$ cat src/verilog/indexed_pkg.sv
// indexed_pkg: shared types and constants for indexed operand substitution
// assumes statements arrive already split into operation, operand and parameter
package indexed_pkg;

	// ************************************************************
	// widths and limits
	// ************************************************************
	localparam int          PARAM_W    = 16;
	localparam int          INDEX_W    = 8;
	localparam logic [7:0]  INDEX_MAX  = 8'hfe;
	localparam logic [7:0]  HIGH_CLEAR = 8'h00;

	// ************************************************************
	// operations and operand identifiers
	// ************************************************************
	typedef enum logic [4:0] {
		OP_LOAD,
		OP_TRANSFER,
		OP_SELECT_DB,
		OP_JUMP_U,
		OP_JUMP_C,
		OP_AND,
		OP_AND_NOT,
		OP_ASSIGN,
		OP_SET,
		OP_RESET,
		OP_TIMER_SS,
		OP_TIMER_SE,
		OP_SHIFT_L,
		OP_SHIFT_R,
		OP_OR,
		OP_INCREMENT,
		OP_DECREMENT,
		OP_DO,
		OP_OTHER
	} op_t;

	typedef enum logic [4:0] {
		OPND_NONE,
		OPND_FLAG_BYTE,
		OPND_FLAG_WORD,
		OPND_INPUT_BYTE,
		OPND_OUTPUT_BYTE,
		OPND_INPUT_WORD,
		OPND_OUTPUT_WORD,
		OPND_DATA_LEFT,
		OPND_DATA_RIGHT,
		OPND_DATA_WORD,
		OPND_FLAG_BIT,
		OPND_INPUT_BIT,
		OPND_OUTPUT_BIT,
		OPND_TIMER,
		OPND_COUNTER,
		OPND_ORG_BLOCK,
		OPND_SEQ_BLOCK,
		OPND_FUNC_BLOCK,
		OPND_PROG_BLOCK,
		OPND_DATA_BLOCK,
		OPND_CONST
	} opnd_t;

	// index word area: flag word memory or current data block
	typedef enum logic {
		AREA_FLAG,
		AREA_DATA
	} area_t;

endpackage

$ cat src/verilog/indexed_operand_substitution.sv
// indexed_operand_substitution: executes indexed statement pairs
// assumes a statement fetch that honours stmt_ready and a word memory
// that answers a read with mem_rd_valid some cycles later
`timescale 1ns/1ps
module indexed_operand_substitution
	import indexed_pkg::*;
(
	input  wire logic                            clk,
	input  wire logic                            srst,
	input  wire logic                            stmt_valid,
	input  wire indexed_pkg::op_t                stmt_op,
	input  wire indexed_pkg::opnd_t              stmt_opnd,
	input  wire logic [indexed_pkg::PARAM_W-1:0] stmt_param,
	output logic                                 stmt_ready,
	output logic                                 mem_rd_req,
	output indexed_pkg::area_t                   mem_rd_area,
	output logic [indexed_pkg::INDEX_W-1:0]      mem_rd_addr,
	input  wire logic                            mem_rd_valid,
	input  wire logic [indexed_pkg::PARAM_W-1:0] mem_rd_data,
	output logic                                 exec_valid,
	output indexed_pkg::op_t                     exec_op,
	output indexed_pkg::opnd_t                   exec_opnd,
	output logic [indexed_pkg::PARAM_W-1:0]      exec_param,
	output logic                                 exec_indexed,
	output logic                                 pair_busy,
	output logic                                 index_error
);
	import indexed_pkg::*;

	// ************************************************************
	// sequencer states
	// ************************************************************
	typedef enum logic [1:0] {
		ST_IDLE,
		ST_FETCH_WORD,
		ST_WAIT_NEXT
	} state_t;

	state_t                 state_reg;
	state_t                 state_next;
	logic [PARAM_W-1:0]     index_word_reg;
	logic                   stmt_ready_reg;
	logic                   mem_rd_req_reg;
	area_t                  mem_rd_area_reg;
	logic [INDEX_W-1:0]     mem_rd_addr_reg;
	logic                   exec_valid_reg;
	op_t                    exec_op_reg;
	opnd_t                  exec_opnd_reg;
	logic [PARAM_W-1:0]     exec_param_reg;
	logic                   exec_indexed_reg;
	logic                   pair_busy_reg;
	logic                   index_error_reg;
	wire                    permitted;
	wire                    bit_operand;

	indexed_permit u_permit (
		.op          (stmt_op),
		.opnd        (stmt_opnd),
		.permitted   (permitted),
		.bit_operand (bit_operand)
	);

	// ************************************************************
	// decode
	// ************************************************************
	wire accept      = stmt_valid && stmt_ready_reg;
	wire is_do       = (stmt_op == OP_DO);
	wire do_opnd_ok  = (stmt_opnd == OPND_FLAG_WORD) || (stmt_opnd == OPND_DATA_WORD);
	// logic result bit is deliberately not an input here
	wire do_start    = accept && (state_reg == ST_IDLE) && is_do;
	wire do_legal    = do_opnd_ok && (stmt_param[7:0] <= INDEX_MAX) &&
		(stmt_param[15:8] == HIGH_CLEAR);
	wire do_area_dat = (stmt_opnd == OPND_DATA_WORD);
	wire plain_exec  = accept && (state_reg == ST_IDLE) && !is_do;
	wire pair_take   = accept && (state_reg == ST_WAIT_NEXT);
	wire pair_ok     = pair_take && permitted;
	wire pair_bad    = pair_take && !permitted;
	wire word_in     = (state_reg == ST_FETCH_WORD) && mem_rd_valid;
	wire rd_launch   = do_start && do_legal;
	wire exec_fire   = plain_exec || pair_ok;
	// a second indexed instruction as partner also lands here
	wire error_fire  = pair_bad || (do_start && !do_legal);

	// ************************************************************
	// operand substitution
	// ************************************************************
	// bit ops: high byte is bit address, low byte is byte address, kept in place
	// non-bit ops: only the low byte is a parameter; a stray high byte is dropped
	wire [PARAM_W-1:0] subst_param = bit_operand ? index_word_reg :
		{HIGH_CLEAR, index_word_reg[7:0]};
	// coded parameter of the partner is ignored
	wire [PARAM_W-1:0] param_sel = pair_ok ? subst_param : stmt_param;

	// ************************************************************
	// next output values
	// ************************************************************
	// ready drops for the whole word read, so nothing slips into the pair
	wire stmt_ready_next = (state_next != ST_FETCH_WORD) && !rd_launch;
	wire pair_busy_next  = (state_next != ST_IDLE);

	// ************************************************************
	// next state
	// ************************************************************
	always_comb begin
		state_next = state_reg;
		unique case (state_reg)
			ST_IDLE: begin
				if (rd_launch) begin
					state_next = ST_FETCH_WORD;
				end
			end
			ST_FETCH_WORD: begin
				if (mem_rd_valid) begin
					state_next = ST_WAIT_NEXT;
				end
			end
			ST_WAIT_NEXT: begin
				// back to own parameters after exactly one statement
				if (pair_take) begin
					state_next = ST_IDLE;
				end
			end
			// the fourth code is unreachable; fall back to idle if it ever appears
			default: begin
				state_next = ST_IDLE;
			end
		endcase
	end

	// ************************************************************
	// registers
	// ************************************************************
	always_ff @(posedge clk) begin
		if (srst) begin
			state_reg <= ST_IDLE;
		end else begin
			state_reg <= state_next;
		end
	end

	// word is read fresh on every legal indexed instruction, never cached
	always_ff @(posedge clk) begin
		if (srst) begin
			index_word_reg <= '0;
		end else if (word_in) begin
			index_word_reg <= mem_rd_data;
		end
	end

	always_ff @(posedge clk) begin
		if (srst) begin
			mem_rd_req_reg  <= 1'b0;
			mem_rd_area_reg <= AREA_FLAG;
			mem_rd_addr_reg <= '0;
		end else begin
			mem_rd_req_reg <= rd_launch;
			if (do_start) begin
				mem_rd_area_reg <= do_area_dat ? AREA_DATA : AREA_FLAG;
				mem_rd_addr_reg <= stmt_param[7:0];
			end
		end
	end

	// fetch stalls while the word is read, so the partner follows directly
	always_ff @(posedge clk) begin
		if (srst) begin
			stmt_ready_reg <= 1'b0;
			pair_busy_reg  <= 1'b0;
		end else begin
			stmt_ready_reg <= stmt_ready_next;
			pair_busy_reg  <= pair_busy_next;
		end
	end

	always_ff @(posedge clk) begin
		if (srst) begin
			exec_valid_reg   <= 1'b0;
			exec_indexed_reg <= 1'b0;
			index_error_reg  <= 1'b0;
		end else begin
			exec_valid_reg   <= exec_fire;
			exec_indexed_reg <= pair_ok;
			index_error_reg  <= error_fire;
		end
	end

	// data fields hold the last executed statement between pulses
	always_ff @(posedge clk) begin
		if (srst) begin
			exec_op_reg    <= OP_OTHER;
			exec_opnd_reg  <= OPND_NONE;
			exec_param_reg <= '0;
		end else if (exec_fire) begin
			exec_op_reg    <= stmt_op;
			exec_opnd_reg  <= stmt_opnd;
			exec_param_reg <= param_sel;
		end
	end

	// ************************************************************
	// outputs
	// ************************************************************
	assign stmt_ready   = stmt_ready_reg;
	assign mem_rd_req   = mem_rd_req_reg;
	assign mem_rd_area  = mem_rd_area_reg;
	assign mem_rd_addr  = mem_rd_addr_reg;
	assign exec_valid   = exec_valid_reg;
	assign exec_op      = exec_op_reg;
	assign exec_opnd    = exec_opnd_reg;
	assign exec_param   = exec_param_reg;
	assign exec_indexed = exec_indexed_reg;
	assign pair_busy    = pair_busy_reg;
	assign index_error  = index_error_reg;

endmodule

$ cat src/verilog/indexed_permit.sv
// indexed_permit: says whether a statement may follow an indexed instruction
// assumes operation and operand come from a decoded statement
`timescale 1ns/1ps
module indexed_permit
	import indexed_pkg::*;
(
	input  wire indexed_pkg::op_t   op,
	input  wire indexed_pkg::opnd_t opnd,
	output logic                    permitted,
	output logic                    bit_operand
);

	// ************************************************************
	// operand classes
	// ************************************************************
	wire is_ldtr_opnd = (opnd == OPND_FLAG_BYTE) || (opnd == OPND_FLAG_WORD) ||
		(opnd == OPND_INPUT_BYTE) || (opnd == OPND_OUTPUT_BYTE) ||
		(opnd == OPND_INPUT_WORD) || (opnd == OPND_OUTPUT_WORD) ||
		(opnd == OPND_DATA_LEFT) || (opnd == OPND_DATA_RIGHT) ||
		(opnd == OPND_DATA_WORD);
	wire is_block = (opnd == OPND_ORG_BLOCK) || (opnd == OPND_SEQ_BLOCK) ||
		(opnd == OPND_FUNC_BLOCK) || (opnd == OPND_PROG_BLOCK);
	wire is_flag  = (opnd == OPND_FLAG_BIT);
	wire is_timer = (opnd == OPND_TIMER);

	// ************************************************************
	// permitted pairings
	// ************************************************************
	wire ok_ldtr  = ((op == OP_LOAD) || (op == OP_TRANSFER)) && is_ldtr_opnd;
	wire ok_cdb   = (op == OP_SELECT_DB);
	wire ok_call  = ((op == OP_JUMP_U) || (op == OP_JUMP_C)) && is_block;
	wire ok_bool  = ((op == OP_AND) && (is_flag || is_timer)) ||
		((op == OP_ASSIGN) && is_flag) || ((op == OP_AND_NOT) && is_timer);
	wire ok_sr    = ((op == OP_SET) && is_flag) ||
		((op == OP_RESET) && (is_flag || is_timer));
	wire ok_timer = ((op == OP_TIMER_SS) || (op == OP_TIMER_SE)) && is_timer;
	wire ok_shift = (op == OP_SHIFT_L) || (op == OP_SHIFT_R);

	// another indexed instruction is never a legal partner
	assign permitted   = ok_ldtr || ok_cdb || ok_call || ok_bool || ok_sr ||
		ok_timer || ok_shift;
	assign bit_operand = (opnd == OPND_FLAG_BIT) || (opnd == OPND_INPUT_BIT) ||
		(opnd == OPND_OUTPUT_BIT);

endmodule

$ cat config.mk
export PLATFORM = sky130hd
export DESIGN_NAME = indexed_operand_substitution
export DESIGN_NICKNAME = d
export VERILOG_FILES = /design/src/verilog/indexed_pkg.sv /design/src/verilog/indexed_operand_substitution.sv /design/src/verilog/indexed_permit.sv
export SDC_FILE = /design/constraint.sdc
export NUM_CORES = 1
export LEC_CHECK = 0
export BUFFER_PORTS_ARGS = -buffer_cell sky130_fd_sc_hd__buf_4
export CAP_MARGIN = 20
export CELL_PAD_IN_SITES_DETAIL_PLACEMENT = 2
export CELL_PAD_IN_SITES_GLOBAL_PLACEMENT = 2
export CORE_UTILIZATION = 26
export CTS_CLUSTER_SIZE = 14
export DETAILED_ROUTE_END_ITERATION = 6
export PLACE_DENSITY_LB_ADDON = 0.1
export SYNTH_ARGS = -nofsm -noshare
export SYNTH_HDL_FRONTEND = slang
export SYNTH_SLANG_ARGS = --single-unit
$ cat constraint.sdc
create_clock -name clk -period 1.6 [get_ports clk]
set_input_delay 0.08 -clock clk [delete_from_list [all_inputs] [get_ports clk]]
set_output_delay 0.08 -clock clk [all_outputs]
set_load 0.02 [all_outputs]
==> flow_metrics.py <==
metrics = {
    "sta": {
        "drv_slew": 0,
        "relSlewSlack_pct": 71.0,
        "rsz0062_at_grt": "true",
        "max_freq_mhz": 592,
        "fin_skew_ps": 6.64,
        "period_share_pct": 105,
        "layout_min_cycle_time_ps": 1690,
        "finalSetupViolCount": 12,
        "worst_slack_ps": -87.9,
        "hold_slack_ps": 14.0,
        "hold_viol": 0,
        "tightest_slew_ps": 435,
    },
    "power_and_ir_drop": {
        "p_clk_share_pct": 45.9,
        "pwr-share-comb_pct": 12.9,
        "power.internal_mw": 2.82,
        "p_per_area_nw_per_um2": 891,
        "seq_power_share_pct": 41.1,
        "p_switching_uw": 867,
        "ir_drop_mv": 0.411,
        "finalPower_mw": 3.69,
        "p_sw_share_pct": 23.5,
        "p_leak_nw": 1.74,
    },
    "logic_synthesis": {
        "synth_area_leaders": "dfxtp_1, mux2i_1, nand2_1",
        "synth_top_cell_by_area": "dfxtp_1",
        "yosysMostFrequentCell": "nand2_1",
        "synth_xor_area_share_pct": 0,
        "synthMuxAreaShare_pct": 16.0,
        "yosysWarnings": 0,
        "netlist_instances": 310,
        "syn_area_um2": 2690,
        "synth_top_area_share_pct": 43.8,
        "synth_top_family_by_area": "simple AND/OR/NAND/NOR gates",
        "netlist_top_cells_count": "nand2_1, dfxtp_1, mux2i_1",
        "syn_avg_cell_area_um2": 8.69,
        "syn-num-nets": 356,
        "synth_edf_count": 0,
        "synth_compound_area_share_pct": 12.7,
        "synth_flop_cell": "dfxtp_1",
        "ys_seq_area_share_pct": 43.8,
        "async_reset_ff_share_pct": 0,
        "ys_ff_latch": 59,
        "synthAdderAreaFrac_pct": 0,
        "synth_cell_type_count": 41,
        "synth_simple_gate_area_share_pct": 22.3,
    },
    "final_layout": {
        "n_antenna_cell": 0,
        "nNetsFinal": 478,
        "final_design_area_no_fill_um2": 4140,
        "drive_gt1_share_pct": 36.2,
        "n_fill_cell": 1140,
        "post-route-util_pct": 41.8,
        "area_growth_pct": 53.8,
    },
    "die": {
        "die_height_um": 104,
        "io_pins": 87,
        "chipWidth_um": 104,
        "rows": 36,
        "core-area_um2": 9910,
        "die_area_um2": 10800,
        "initial_core_util_pct": 27.2,
    },
    "run_status": {
        "violations": "negative setup slack",
        "status": "finished, violations left",
    },
    "route": {
        "ant_nets": 0,
        "viasPerCell": 4.69,
        "dr.pass1.iters": 4,
        "remaining_drc_errors": 0,
        "wl_per_cell_um": 15.9,
        "num_vias": 2674,
        "wl_mm": 9.05,
        "drt_iter0_markers": 48,
    },
    "clock_network": {
        "clk_latency_ps": 350,
        "cts.sinks": 59,
        "cts_max_path_buffers": 2,
        "clk_pin_slew_ps": 70,
        "cts_tree": "done",
        "cts-buffers-inserted": 9,
        "cts-root-buf": "clkbuf_8",
        "cts_max_level": 3,
    },
    "global_routing": {
        "grtUsageTotal_pct": 17.5,
        "overflow": 0,
        "grt_pass1_wl_mm": 14.8,
        "grt_pass1_vias": 2882,
        "grt_start_max_net_pins": 35,
        "antenna_found_initial": 0,
    },
    "setup_path": {
        "startpoint_type": "flip-flop",
        "cp_max_fo": 11,
        "cp-end-kind": "flip-flop",
        "crit_required_ps": 1840,
        "critPathKind": "reg -> reg",
        "cp.arrival_ps": 1920,
    },
    "placement": {
        "hpwlAfterDp_mm": 6.74,
        "gp_congestion": 0.699,
        "post-place-ws_ps": -209,
        "place_area_um2": 3670,
        "portBuffers": 86,
    },
    "flow_run": {
        "cap_violations": 0,
    },
    "min_path": {
        "min_path_type": "in -> reg",
    },
}
-- power by group through the flow --
stage                     Combinational (mW)  Clock (mW)  Sequential (mW)
after global routing                   0.514        1.80             1.52
after detailed placement               0.435           0             1.55
after global placement                 0.425           0             1.55
after CTS                              0.480        1.74             1.52
after floorplan                        0.170           0             1.59
final                                  0.477        1.70             1.52
-- cell families (layout without fill, tap and decap cells) --
| group | after synthesis | in the layout |
|---|---|---|
| AO/OA/AOI/OAI | 52 | 52 |
| buffers and inverters | 28 | 155 |
| flip-flops | 59 | 59 |
| multiplexers | 42 | 42 |
| AND/OR/NAND/NOR | 129 | 129 |
-- worst paths after layout --
path | start | end | slack (ps) | cells past startpoint
max | state_reg[1] | exec_opnd[4] | -90 | 6
min reg2reg | index_word_reg[11] | index_word_reg[11] | 460 | 2
max reg2reg | state_reg[1] | exec_opnd[4] | -90 | 6
min | stmt_param[5] | mem_rd_addr[5] | 10 | 3
-- what timing repair did --
item,4_1_cts,5_1_grt
gates resized for setup,5,3
pin swaps,4,5
hold buffers,19,0
setup endpoints to repair,27,28
setup buffers,1,0
hold endpoints to repair,19,0
-- per-layer routing --
metal / GRT usage (%) / wire length [um] / up-vias
met5: 0 / 0 / -
met4: 6.43 / 117 / 0
met3: 3.84 / 295 / 11
met2: 30.3 / 4590 / 44
met1: 21.2 / 4050 / 1304
li1: - / - / 1315
-- worst max-delay path, stage by stage (launching register included) --
cell and delay [ps]:
dfxtp_2 320, or2_4 250, a311o_1 320, and4_1 170, a22o_1 210, buf_12 160, mux2i_2 150
-- layout by cell type, fill, tap and decap left out, types with 3 or more instances in the layout --
cell	count
dlygate4sd3_1	19
nand3_1	3
buf_12	4
nand4_1	4
nand2b_1	3
buf_4	111
mux2_2	8
clkbuf_8	10
nor2b_1	4
mux2i_2	3
o21ai_0	3
nand2_1	68
nor3b_1	4
nor2_1	25
mux2i_1	31
a211oi_2	3
a21oi_1	22
dfxtp_1	57
a211oi_1	13
bufinv_16	3
-- area by class of cell --
type                            instances  area, um^2  area share, %
Multi-Input combinational cell        223        1420           34.1
Sequential cell                        59        1180           28.6
Timing Repair Buffer                  136        1130           27.2
Tap cell                              133         166           4.02
Clock buffer                           11         141           3.41
Clock inverter                          5         100           2.42
Inverter                                3        11.3          0.272
-- metrics by stage --
stage | setup TNS [ps] | std cells
CTS | -747 | 570
detailed placement | -4140 | 534
finish | -571 | 570
global route | -1830 | 570
global placement | -2670 | 534
floorplan | -1680 | 310
No activity file was read; power rests on OpenSTA's default activity.
